`src/rtl/adc_ctrl_defines.svh`:
```
`ifndef ADC_CTRL_DEFINES_SVH
`define ADC_CTRL_DEFINES_SVH
// Register indices; byte address is four times the index
`define SC_IDX 8'h38
`define RES_IDX 8'h39
`define CLK_IDX 8'h3A
`define REG_ADDR(i) {(i), 2'b00}
// Status/control fields
`define SC_FLAG 7
`define SC_IRQEN 6
`define SC_CONT 5
`define SC_CH_MSB 4
`define SC_RESET 8'h1F
// Clock config fields
`define CK_DIV_MSB 7
`define CK_DIV_LSB 5
`define CK_SRC 4
`define CK_RESET 8'h00
`define CK_DIV16_BIT 2
// Channel codes
`define CH_LAST_PIN 5'h07
`define CH_REFH 5'h1D
`define CH_REFL 5'h1E
`define CH_OFF 5'h1F
// Converter sequencing
`define SAR_MSB 3'h7
`define SAR_DONE_IDX 5'h10
`define SAR_TICKS 5'h11
`endif

```
`src/rtl/adc_ctrl_pkg.sv`:
```
package adc_ctrl_pkg;
    typedef enum logic [1:0] {
        BUS_IDLE = 2'b00,
        BUS_WAIT = 2'b01,
        BUS_DONE = 2'b10
    } bus_state_t;
    typedef enum logic [1:0] {
        MUX_PIN = 2'b00,
        MUX_REFH = 2'b01,
        MUX_REFL = 2'b10,
        MUX_NONE = 2'b11
    } mux_src_t;
    typedef enum logic {
        ENG_IDLE = 1'b0,
        ENG_RUN = 1'b1
    } eng_state_t;
endpackage

```
`src/rtl/conv_if.sv`:
```
`timescale 1ns/1ps
// Converter clock, sequencer and control plane
interface conv_if;
    logic adc_tick;
    logic start;
    logic abort;
    logic cmp;
    logic busy;
    logic done;
    logic [7:0] trial;
    logic [7:0] result;
    modport gen (output adc_tick);
    modport eng (input adc_tick, input start, input abort, input cmp,
        output busy, output done, output trial, output result);
    modport ctl (input adc_tick, input busy, input done, input trial,
        input result, output start, output abort, output cmp);
endinterface

```
`src/rtl/sar_adc_ctrl.sv`:
```
`timescale 1ns/1ps
`include "adc_ctrl_defines.svh"
module sar_adc_ctrl
    import adc_ctrl_pkg::*;
(
    // Clock and reset
    input wire logic hclk,
    input wire logic hresetn,
    // AHB-Lite slave
    input wire logic hsel,
    input wire logic [31:0] haddr,
    input wire logic [1:0] htrans,
    input wire logic hwrite,
    input wire logic [2:0] hsize,
    input wire logic [31:0] hwdata,
    input wire logic hready,
    output logic [31:0] hrdata,
    output logic hreadyout,
    output logic hresp,
    // Analog front end
    input wire logic cmp_in,
    input wire logic osc_clk_in,
    output logic [7:0] dac_code,
    output logic [2:0] analog_sel,
    output logic [1:0] mux_src,
    output logic power_off,
    // Shared port pins
    input wire logic [7:0] port_rd_raw,
    output logic [7:0] port_rd_data,
    output logic [7:0] pin_force_input,
    // Low power and request
    input wire logic wait_mode,
    input wire logic stop_mode,
    output logic irq,
    output logic wake_req
);
    conv_if cv ();

    bus_state_t bus_q;
    logic [9:0] addr_q;
    logic wr_q;
    logic [31:0] hrdata_q;
    logic hreadyout_q;
    logic flag_q;
    logic irqen_q;
    logic cont_q;
    logic [4:0] ch_q;
    logic [2:0] div_q;
    logic src_q;
    logic [7:0] result_q;
    logic first_q;
    logic pend_q;
    logic stop_prev_q;
    logic irq_q;
    logic wake_q;
    logic cmp_s1_q;
    logic cmp_s2_q;
    logic [2:0] sel_q;
    mux_src_t mux_q;
    logic off_q;
    logic [7:0] force_q;
    logic [7:0] port_q;
    logic take;
    logic acc;
    logic sc_wr;
    logic res_rd;
    logic clk_wr;
    logic [4:0] ch_new;
    logic hw_set;
    logic resume;
    logic [7:0] sc_view;

    // Address match against a register index
    function automatic logic hit(input logic [9:0] a, input logic [7:0] idx);
        return a == `REG_ADDR(idx);
    endfunction

    // One-hot pin mask for a channel code, empty outside the pin range
    function automatic logic [7:0] pin_mask(input logic [4:0] ch);
        if (ch > `CH_LAST_PIN)
            return 8'h00;
        return 8'h01 << ch[2:0];
    endfunction

    adc_clk_gen u_clk (
        .hclk(hclk),
        .hresetn(hresetn),
        .osc_clk_in(osc_clk_in),
        .src_bus(src_q),
        .div_sel(div_q),
        .cv(cv.gen)
    );

    sar_engine u_eng (
        .hclk(hclk),
        .hresetn(hresetn),
        .cv(cv.eng)
    );

    // Bus decode; every transfer takes one wait state so reads see prior writes
    assign take = hsel && hready && htrans[1];
    assign acc = (bus_q == BUS_WAIT);
    assign sc_wr = acc && wr_q && hit(addr_q, `SC_IDX);
    assign clk_wr = acc && wr_q && hit(addr_q, `CLK_IDX);
    assign res_rd = acc && !wr_q && hit(addr_q, `RES_IDX);
    assign ch_new = hwdata[`SC_CH_MSB:0];
    assign sc_view = {flag_q, irqen_q, cont_q, ch_q};

    // Bus phase sequencing
    always_ff @(posedge hclk or negedge hresetn)
    begin
        if (!hresetn)
        begin
            bus_q <= BUS_IDLE;
            addr_q <= 10'h000;
            wr_q <= 1'b0;
            hreadyout_q <= 1'b1;
        end
        else
        begin
            case (bus_q)
                BUS_IDLE, BUS_DONE:
                begin
                    hreadyout_q <= !take;
                    bus_q <= take ? BUS_WAIT : BUS_IDLE;
                    if (take)
                    begin
                        addr_q <= haddr[9:0];
                        wr_q <= hwrite;
                    end
                end
                BUS_WAIT:
                begin
                    bus_q <= BUS_DONE;
                    hreadyout_q <= 1'b1;
                end
                default:
                begin
                    bus_q <= BUS_IDLE;
                    hreadyout_q <= 1'b1;
                end
            endcase
        end
    end

    // Read data; unmapped addresses return zero, writes leave the last read value
    always_ff @(posedge hclk or negedge hresetn)
    begin
        if (!hresetn)
            hrdata_q <= 32'h00000000;
        else if (acc && !wr_q)
        begin
            if (hit(addr_q, `SC_IDX))
                hrdata_q <= {24'h000000, sc_view};
            else if (hit(addr_q, `RES_IDX))
                hrdata_q <= {24'h000000, result_q};
            else if (hit(addr_q, `CLK_IDX))
                hrdata_q <= {24'h000000, div_q, src_q, 4'h0};
            else
                hrdata_q <= 32'h00000000;
        end
    end

    always_ff @(posedge hclk or negedge hresetn)
    begin
        if (!hresetn)
        begin
            irqen_q <= 1'b0;
            cont_q <= 1'b0;
            ch_q <= `CH_OFF;
        end
        else if (sc_wr)
        begin
            irqen_q <= hwdata[`SC_IRQEN];
            cont_q <= hwdata[`SC_CONT];
            ch_q <= ch_new;
        end
    end

    always_ff @(posedge hclk or negedge hresetn)
    begin
        if (!hresetn)
        begin
            div_q <= 3'(`CK_RESET >> `CK_DIV_LSB);
            src_q <= 1'b0;
        end
        else if (clk_wr)
        begin
            div_q <= hwdata[`CK_DIV_MSB:`CK_DIV_LSB];
            src_q <= hwdata[`CK_SRC];
        end
    end

    // Comparator is analog; the first stage feeds only the second
    always_ff @(posedge hclk or negedge hresetn)
    begin
        if (!hresetn)
        begin
            cmp_s1_q <= 1'b0;
            cmp_s2_q <= 1'b0;
        end
        else
        begin
            cmp_s1_q <= cmp_in;
            cmp_s2_q <= cmp_s1_q;
        end
    end
    assign cv.cmp = cmp_s2_q;

    // a conversion cut short by stop mode is restarted on exit
    assign resume = stop_prev_q && !stop_mode && pend_q && ch_q != `CH_OFF;

    // a write restarts sequencing; one start per write
    // continuous mode chains the next start onto each completion
    assign cv.start = !stop_mode && ((sc_wr && ch_new != `CH_OFF) || resume
        || (cv.done && cont_q && !sc_wr && ch_q != `CH_OFF));
    // power-off code also stops the sequencer
    assign cv.abort = sc_wr || stop_mode || ch_q == `CH_OFF;

    // Outstanding work, used to resume after stop mode
    always_ff @(posedge hclk or negedge hresetn)
    begin
        if (!hresetn)
        begin
            pend_q <= 1'b0;
            stop_prev_q <= 1'b0;
        end
        else
        begin
            stop_prev_q <= stop_mode;
            if (sc_wr)
                pend_q <= ch_new != `CH_OFF;
            else if (cv.done && !cont_q)
                pend_q <= 1'b0;
        end
    end

    // result register, overwritten whether read or not
    always_ff @(posedge hclk or negedge hresetn)
    begin
        if (!hresetn)
            result_q <= 8'h00;
        else if (cv.done)
            result_q <= cv.result;
    end

    // only the first completion after a write may set the flag
    assign hw_set = cv.done && !irqen_q && !(cont_q && first_q);
    always_ff @(posedge hclk or negedge hresetn)
    begin
        if (!hresetn)
            first_q <= 1'b0;
        else if (sc_wr)
            first_q <= 1'b0;
        else if (cv.done)
            first_q <= 1'b1;
    end

    // set beats clear; flag is plain storage with interrupts on
    always_ff @(posedge hclk or negedge hresetn)
    begin
        if (!hresetn)
            flag_q <= 1'b0;
        else if (hw_set)
            flag_q <= 1'b1;
        else if (sc_wr)
            flag_q <= irqen_q ? hwdata[`SC_FLAG] : 1'b0;
        else if (res_rd && !irqen_q)
            flag_q <= 1'b0;
    end

    // request on every completion with interrupts enabled, set beats withdrawal
    always_ff @(posedge hclk or negedge hresetn)
    begin
        if (!hresetn)
            irq_q <= 1'b0;
        else if (cv.done && irqen_q)
            irq_q <= 1'b1;
        else if (sc_wr || res_rd)
            irq_q <= 1'b0;
    end

    // a pending request during wait mode wakes the processor
    always_ff @(posedge hclk or negedge hresetn)
    begin
        if (!hresetn)
            wake_q <= 1'b0;
        else
            wake_q <= wait_mode && irq_q;
    end

    // mux routing; reserved codes connect nothing
    always_ff @(posedge hclk or negedge hresetn)
    begin
        if (!hresetn)
        begin
            sel_q <= 3'h0;
            mux_q <= MUX_NONE;
            off_q <= 1'b1;
        end
        else
        begin
            sel_q <= ch_q[2:0];
            off_q <= ch_q == `CH_OFF || stop_mode;
            if (ch_q <= `CH_LAST_PIN)
                mux_q <= MUX_PIN;
            else if (ch_q == `CH_REFH)
                mux_q <= MUX_REFH;
            else if (ch_q == `CH_REFL)
                mux_q <= MUX_REFL;
            else
                mux_q <= MUX_NONE;
        end
    end

    // claim the selected pin and hide it from port reads
    always_ff @(posedge hclk or negedge hresetn)
    begin
        if (!hresetn)
        begin
            force_q <= 8'h00;
            port_q <= 8'h00;
        end
        else
        begin
            force_q <= pin_mask(ch_q);
            port_q <= port_rd_raw & ~pin_mask(ch_q);
        end
    end

    // Output drive, all from flops except hresp, tied low
    assign hrdata = hrdata_q;
    assign hreadyout = hreadyout_q;
    assign hresp = 1'b0;
    assign dac_code = cv.trial;
    assign analog_sel = sel_q;
    assign mux_src = mux_q;
    assign power_off = off_q;
    assign port_rd_data = port_q;
    assign pin_force_input = force_q;
    assign irq = irq_q;
    assign wake_req = wake_q;
endmodule

```
`src/rtl/adc_clk_gen.sv`:
```
`timescale 1ns/1ps
`include "adc_ctrl_defines.svh"
module adc_clk_gen
    import adc_ctrl_pkg::*;
(
    // Clock and reset
    input wire logic hclk,
    input wire logic hresetn,
    // Source and ratio
    input wire logic osc_clk_in,
    input wire logic src_bus,
    input wire logic [2:0] div_sel,
    // Converter clock out
    conv_if.gen cv
);
    logic osc_s1_q;
    logic osc_s2_q;
    logic osc_s3_q;
    logic [3:0] cnt_q;
    logic tick_q;
    logic src_tick;

    // Terminal count: ratios 1, 2, 4, 8, and 16 for any top-bit code
    function automatic logic [3:0] div_limit(input logic [2:0] d);
        if (d[`CK_DIV16_BIT])
            return 4'hF;
        return 4'((5'h01 << d[1:0]) - 5'h01);
    endfunction

    // Oscillator is asynchronous; only the second and third stages feed the edge detect
    always_ff @(posedge hclk or negedge hresetn)
    begin
        if (!hresetn)
        begin
            osc_s1_q <= 1'b0;
            osc_s2_q <= 1'b0;
            osc_s3_q <= 1'b0;
        end
        else
        begin
            osc_s1_q <= osc_clk_in;
            osc_s2_q <= osc_s1_q;
            osc_s3_q <= osc_s2_q;
        end
    end

    assign src_tick = src_bus | (osc_s2_q & ~osc_s3_q);

    always_ff @(posedge hclk or negedge hresetn)
    begin
        if (!hresetn)
        begin
            cnt_q <= 4'h0;
            tick_q <= 1'b0;
        end
        else
        begin
            tick_q <= 1'b0;
            if (src_tick)
            begin
                if (cnt_q >= div_limit(div_sel))
                begin
                    cnt_q <= 4'h0;
                    tick_q <= 1'b1;
                end
                else
                    cnt_q <= cnt_q + 4'h1;
            end
        end
    end

    assign cv.adc_tick = tick_q;
endmodule

```
`src/rtl/sar_engine.sv`:
```
`timescale 1ns/1ps
`include "adc_ctrl_defines.svh"
module sar_engine
    import adc_ctrl_pkg::*;
(
    // Clock and reset
    input wire logic hclk,
    input wire logic hresetn,
    // Control plane
    conv_if.eng cv
);
    eng_state_t state_q;
    logic [4:0] idx_q;
    logic [7:0] trial_q;
    logic done_q;
    logic [4:0] ticks_q;

    // Bit under trial for a given step
    function automatic logic [2:0] bit_of(input logic [4:0] i);
        return 3'(`SAR_MSB - i[3:1]);
    endfunction

    // even steps raise a trial bit, odd steps keep or drop it
    always_ff @(posedge hclk or negedge hresetn)
    begin
        if (!hresetn)
        begin
            state_q <= ENG_IDLE;
            idx_q <= 5'h00;
            trial_q <= 8'h00;
            done_q <= 1'b0;
        end
        else
        begin
            done_q <= 1'b0;
            if (cv.start)
            begin
                state_q <= ENG_RUN;
                idx_q <= 5'h00;
                trial_q <= 8'h00;
            end
            else if (cv.abort)
                state_q <= ENG_IDLE;
            else if (state_q == ENG_RUN && cv.adc_tick)
            begin
                idx_q <= idx_q + 5'h01;
                if (idx_q == `SAR_DONE_IDX)
                begin
                    state_q <= ENG_IDLE;
                    done_q <= 1'b1;
                end
                else if (!idx_q[0])
                    trial_q[bit_of(idx_q)] <= 1'b1;
                else if (!cv.cmp)
                    trial_q[bit_of(idx_q)] <= 1'b0;
            end
        end
    end

    assign cv.busy = (state_q == ENG_RUN);
    assign cv.done = done_q;
    assign cv.trial = trial_q;
    assign cv.result = trial_q;

    // Tick count since start, read only by the check below
    always_ff @(posedge hclk or negedge hresetn)
    begin
        if (!hresetn)
            ticks_q <= 5'h00;
        else if (cv.start)
            ticks_q <= 5'h00;
        else if (state_q == ENG_RUN && cv.adc_tick)
            ticks_q <= ticks_q + 5'h01;
    end
endmodule

```
`config.mk`:
```
export PLATFORM = sky130hd
export DESIGN_NAME = sar_adc_ctrl
export DESIGN_NICKNAME = d
export VERILOG_FILES = /design/src/rtl/adc_ctrl_pkg.sv /design/src/rtl/conv_if.sv /design/src/rtl/sar_adc_ctrl.sv /design/src/rtl/adc_clk_gen.sv /design/src/rtl/sar_engine.sv
export VERILOG_INCLUDE_DIRS = /design/src /design/src/rtl
export SDC_FILE = /design/constraint.sdc
export NUM_CORES = 1
export LEC_CHECK = 0
export BUFFER_PORTS_ARGS = -buffer_cell sky130_fd_sc_hd__buf_4
export CAP_MARGIN = 10
export CORE_MARGIN = 4
export CORE_UTILIZATION = 45
export DETAILED_ROUTE_END_ITERATION = 8
export GPL_ROUTABILITY_DRIVEN = 0
export PLACE_DENSITY = 0.81
export SLEW_MARGIN = 20
export SYNTH_ARGS = -nofsm -noshare
export SYNTH_HDL_FRONTEND = slang
export SYNTH_SLANG_ARGS = --single-unit
```
`constraint.sdc`:
```
create_clock -name hclk -period 2.2 [get_ports hclk]
set_input_delay 0.11 -clock hclk [delete_from_list [all_inputs] [get_ports hclk]]
set_output_delay 0.11 -clock hclk [all_outputs]
set_load 0.05 [all_outputs]
```
### After elaboration in Yosys (flattened, before gate mapping)

Cells that the tools add are included.

| cells by class | value |
|---|---|
| add/subtract/negate cells | 4 |
| magnitude comparators | 5 |
| equality and inequality tests | 14 |
| shift operators | 2 |
| multiplexer cells | 49 |
| bitwise gates (word level) | 8 |
| reduce and logical (&&, ||, !) cells | 50 |

Operators with widths:

| cell | number |
|---|---|
| 2-to-1 mux 8 bit | 11 |
| equality test 10 x 8 -> 1 bit (second input constant) | 3 |
| 2-to-1 mux 1 bit | 27 |
| logical AND 1 bit | 24 |
| equality test 5 bit (second input constant) | 4 |
| AND 8 bit | 2 |
| 2-to-1 mux 4 bit | 4 |
| inverter 8 bit | 2 |
| 2-to-1 mux 5 bit | 3 |
| != test 5 bit (second input constant) | 2 |
| nonzero test 3 bit | 3 |
| OR 8 bit | 1 |
| nonzero test 2 bit | 4 |
| left shift 1 x 3 -> 8 bit (first input constant) | 1 |
| zero test 1 bit | 7 |
| logical OR 1 bit | 6 |
| AND reduction 2 bit | 3 |
| adder 5 x 1 -> 5 bit (second input constant) | 1 |
| greater-than comparator 5 x 3 -> 1 bit (second input constant) | 1 |
| less-or-equal comparator 5 x 3 -> 1 bit (second input constant) | 1 |
| adder 4 x 1 -> 4 bit (second input constant) | 1 |
| greater-or-equal comparator 4 bit | 1 |
| < comparator 3 x 4 -> 1 bit (second input constant) | 1 |
| 2-to-1 mux 2 bit | 2 |
| other kinds (16) | 17 |

| word-level totals | value |
|---|---|
| flip-flop bits (word level) | 118 |
| bits of input ports | 86 |
| output and inout port bits | 66 |
| word-level logic and storage cells | 165 |

### Depth between registers and ports, before layout

| depth | value |
|---|---|
| depth in word-level cells | 13 |
| gate-level depth with buffers | 7 |
| mapped depth without buffers | 7 |

### Modules after synthesis

From an unflattened synthesis, not the netlist that was laid out.

| second synthesis, totals | value |
|---|---|
| cells, all modules | 390 |
| area, all modules | 4241.6 um^2 |

By module, submodules not included:

| module | instances | cells each | area an instance (um^2) | sequential area each (um^2) |
|---|---|---|---|---|
| sar_adc_ctrl | 1 | 264 | 2955.3 | 1788.0 |
| sar_engine | 1 | 85 | 872.1 | 375.4 |
| adc_clk_gen | 1 | 41 | 414.1 | 200.2 |

### Worst setup path after synthesis

No wires, ideal clock.

| timing | value |
|---|---|
| path kind | reg-to-reg |
| start | register div_q[1] |
| end | register u_clk.cnt_q[3] |
| library setup time | 0.083 ns |
| data arrival time | 2.122 ns |
| data required time | 2.117 ns |
| setup slack | -0.005 ns |
| cell stages (with the launch flop) | 8 |
| buffers on the path | 0 |
| clock period less this slack | 2.205 ns |
| cells stage by stage | dfrtp_1 or3_1 ha_1 nand2b_1 a21o_1 a31o_2 or4_1 o21ai_0 |

| on the way | value |
|---|---|
| longest elaborated chain between the ends | 6 |

RTL lines:

| element | line | RTL |
|---|---|---|
| start, declared | sar_adc_ctrl.sv:48 | `logic [2:0] div_q;` |
| start signal, assigned | sar_adc_ctrl.sv:184 | `` div_q <= 3'(`CK_RESET >> `CK_DIV_LSB); `` |
| start signal, assigned | sar_adc_ctrl.sv:189 | `` div_q <= hwdata[`CK_DIV_MSB:`CK_DIV_LSB]; `` |
| left shift 1 x 2 -> 4 bit | adc_clk_gen.sv:27 | `return 4'((5'h01 << d[1:0]) - 5'h01);` |
| subtractor 4 x 1 -> 4 bit | adc_clk_gen.sv:27 |  |
| 2-to-1 mux 4 bit | adc_clk_gen.sv:27 |  |
| 2-to-1 mux 4 bit | adc_clk_gen.sv:59 | `if (src_tick)` |
| greater-or-equal comparator 4 bit | adc_clk_gen.sv:61 | `if (cnt_q >= div_limit(div_sel))` |
| 2-to-1 mux 4 bit | adc_clk_gen.sv:61 |  |
| end signal, assigned | adc_clk_gen.sv:67 | `cnt_q <= cnt_q + 4'h1;` |
| end, declared | adc_clk_gen.sv:19 | `logic [3:0] cnt_q;` |

No other way between the ends. The select of a mux whose other input is x is not followed.
A chain may end at the register's enable or synchronous reset.

### Worst setup path in the final report

| timing | value |
|---|---|
| start | register div_q[2] |
| end | register u_clk.cnt_q[2] |

| on the way | value |
|---|---|
| longest elaborated chain between the ends | 6 |

RTL lines:

| element | line | RTL |
|---|---|---|
| 2-to-1 mux 1 bit | adc_clk_gen.sv:25 | `` if (d[`CK_DIV16_BIT]) `` |
| 2-to-1 mux 1 bit | adc_clk_gen.sv:59 |  |
| 2-to-1 mux 4 bit | adc_clk_gen.sv:27 |  |
| 2-to-1 mux 4 bit | adc_clk_gen.sv:59 |  |
| greater-or-equal comparator 4 bit | adc_clk_gen.sv:61 |  |
| 2-to-1 mux 4 bit | adc_clk_gen.sv:61 |  |

No other way between the ends. The select of a mux whose other input is x is not followed.

==> run_results.csv <==
group,metric,value,unit
global_routing,grt_max_degree,95,
clock_tree,cts_sinks,94,
routing,ant_nets,0,
logic_synthesis,ys_seq_elements,94,
clock_tree,cts_setup_buffers,0,
sta,max_freq,472,MHz
critical_path,critPathCaptureType,"flip-flop",
routing,drt_drc_violations_left,0,
placed_design,port_buffers,76,
layout,regArea,2360,um^2
logic_synthesis,ys_async_sr_fraction,100,%
global_routing,track_usage,16.8,%
logic_synthesis,ys_seq_area_share,56.8,%
critical_path,cp_max_fo,3,
layout,fin_nets,589,
die,die_h,104,um
critical_path,required,2.50,ns
die,die_w,104,um
layout,diodes,0,
global_routing,grt-ovfl-total,0,
logic_synthesis,yosysUniqueCellTypes,48,
layout,layout_commonest_cell,"buf_4",
clock_tree,h-tree-depth,3,
die,ioPinCount,152,
layout,multi_input_area,1590,um^2
clock_tree,cts_tree,"built",
layout,nFillCells,709,
global_routing,grt_antenna_before_repair,0,
placed_design,place_area,4810,um^2
logic_synthesis,synth_warnings,0,
routing,routedWlPerCell,14.4,um
die,start_util,47.0,%
logic_synthesis,syn_inst,382,
layout,final_cell_area,5360,um^2
pwr,ir_drop,0.357,mV
run,drv_cap,0,
logic_synthesis,synth_ff_type,"dfrtp_1",
layout,area_growth,28.8,%
critical_path,critPathLaunchType,"flip-flop",
critical_path,critPathKind,"flip-flop to flip-flop",
clock_tree,ctsLongestPathBuffers,2,
pwr,cellPowerDensity,741,nW/um^2
sta,min_period,2.12,ns
logic_synthesis,synth_area_per_cell,10.9,um^2
clock_tree,clk_pin_slew,0.08,ns
routing,first_pass_iters,5,
pwr,p_total,3.97,mW
logic_synthesis,synth_edf_count,0,
clock_tree,cts_made_buffers,9,
critical_path,cp.arrival,2.42,ns
routing,wl,8790,um
placed_design,place_inst,563,
sta,tightest_slew,0.630,ns
layout,drive_gt1_share,27.9,%
logic_synthesis,syn_area,4160,um^2
routing,wl_met2,4340,um
routing,drt-initial-drc-count,114,
placed_design,post-dp-hpwl,6320,um
sta,timing.final.crit_share,96.3,%
sta,maxSlewHeadroom,58.0,%
pwr,power_leakage,2.63,nW
sta,fin_skew,0.00977,ns
layout,instances_no_fill,609,
sta,finalSetupViolCount,0,
placed_design,post-place-ws,-0.00604,ns
routing,avgViaCountPerCell,5.02,
global_routing,grt_pass1_vias,3031,
die,coreArea,8850,um^2
die,dieArea,10800,um^2
routing,wl_met1,3910,um
global_routing,grt_pass1_wl,14800,um
routing,highest_layer,"met4",
clock_tree,root_buffer,"clkbuf_8",
sta,hold_violations,0,
routing,wl_met3,431,um
sta,slew_violations,0,
die,rows,34,
sta,finalSetupTns,0,ns
sta,rsz0062_at_grt,"yes",
layout,final_cell_mix,"buf_4 (88), dfrtp_1 (85), nand2_1 (56), dlygate4sd3_1 (30), nor2_1 (29)",
clock_tree,clock_latency,0.36,ns
sta,setup_ws,0.0821,ns
routing,vias,3056,
hold_path,hold_path.class,"input port to flip-flop",
status,status,"complete, no violations",
-- through the flow --
stage	hold WS, ns	utilization (%)
final	0.0194	60.5
after global routing	0.00319	60.5
after global placement	0.189	54.3
after detailed placement	0.193	54.3
after CTS	0.00164	60.3
after floorplan	-0.186	-
-- registers in the layout (all words and copies together) (netlist names), 2 cells and up --
signal	count
bus_q	2
u_eng.cv.result	8
addr_q	10
result_q	8
pin_force_input	8
div_q	3
hrdata	8
ch_q	5
mux_src	2
u_clk.cnt_q	4
port_rd_data	8
analog_sel	3
u_eng.idx_q	5
-- cell usage after synthesis, drive strengths merged, types with 2 or more instances --
cell / count / area, um^2
clkbuf: 6 / 22.5
nor4: 4 / 25.0
xnor2: 4 / 35.0
o21bai: 2 / 15.0
nand2: 56 / 210
mux2: 18 / 203
ha: 7 / 87.6
nor2: 29 / 109
nand2b: 3 / 18.8
nor3: 9 / 45.0
nand3: 7 / 35.0
a21oi: 9 / 48.8
buf: 34 / 236
mux2i: 17 / 170
dfstp: 9 / 236
nor4b: 2 / 32.5
nor2b: 9 / 56.3
a31oi: 5 / 31.3
a21o: 4 / 30.0
and3: 2 / 17.5
or3: 5 / 36.3
dfrtp: 85 / 2130
or4: 3 / 22.5
nand4b: 2 / 17.5
inv: 15 / 56.3
nand4: 3 / 18.8
o21ai: 18 / 90.1
-- kinds of logic after synthesis --
group	Yosys count	synth area share, %
and+or+nand+nor	141	17.0
DFF	94	56.8
buffers and inverters	56	7.67
AOI/OAI and AO/OA	44	6.47
muxes	35	8.96
adders and majority gates	7	2.11
xor gates and xnor gates	4	0.842
other	1	0.0902
-- critical path, cell delays in order, from the launching register on --
cell and delay, ns:
dfrtp_1 0.38, or3_1 0.38, ha_1 0.30, nand2b_4 0.14, a21o_1 0.18, a31o_2 0.21, buf_4 0.14, nor4b_2 0.24
a21o_1 0.11
-- per-layer routing --
metal / vias up / track usage (%)
met5: - / 0
met4: 0 / 4.94
met3: 11 / 3.91
met2: 89 / 28.0
met1: 1481 / 21.8
li1: 1475 / -
-- repair_timing --
action	in CTS	in global routing
endpoints found under the setup margin	1	16
hold endpoints to repair	115	0
pin swaps	2	4
hold buffers	30	0
gates resized for setup	1	4
-- report_power, final --
| group | internal (mW) | switching (mW) |
|---|---|---|
| clock network | 0.703 | 0.563 |
| registers | 1.85 | 0.0970 |
| logic | 0.323 | 0.439 |
| total | 2.87 | 1.10 |
-- path summary, 6_finish.rpt --
| path | from | end | slack [ns] | cells after the start |
|---|---|---|---|---|
| worst max-delay path | div_q[2] | u_clk.cnt_q[2] | 0.08 | 8 |
| worst min-delay path | hwdata[7] | div_q[2] | 0.02 | 2 |
| worst max register to register | div_q[2] | u_clk.cnt_q[2] | 0.08 | 8 |
| worst min register to register | cmp_s1_q | cmp_s2_q | 0.35 | 0 |
| max in group asynchronous | hresetn | hreadyout | 1.47 | 3 |
| min in group asynchronous | hresetn | port_rd_data[4] | 0.32 | 3 |
-- layout make-up --
| cell class | instances | area share (%) |
|---|---|---|
| Clock buffer | 13 | 2.97 |
| Clock inverter | 3 | 1.26 |
| Inverter | 16 | 1.12 |
| Multi-Input combinational cell | 256 | 29.7 |
| Sequential cell | 94 | 44.1 |
| Tap cell | 108 | 2.52 |
| Timing Repair Buffer | 119 | 18.3 |
No activity file was read; power rests on OpenSTA's default activity.
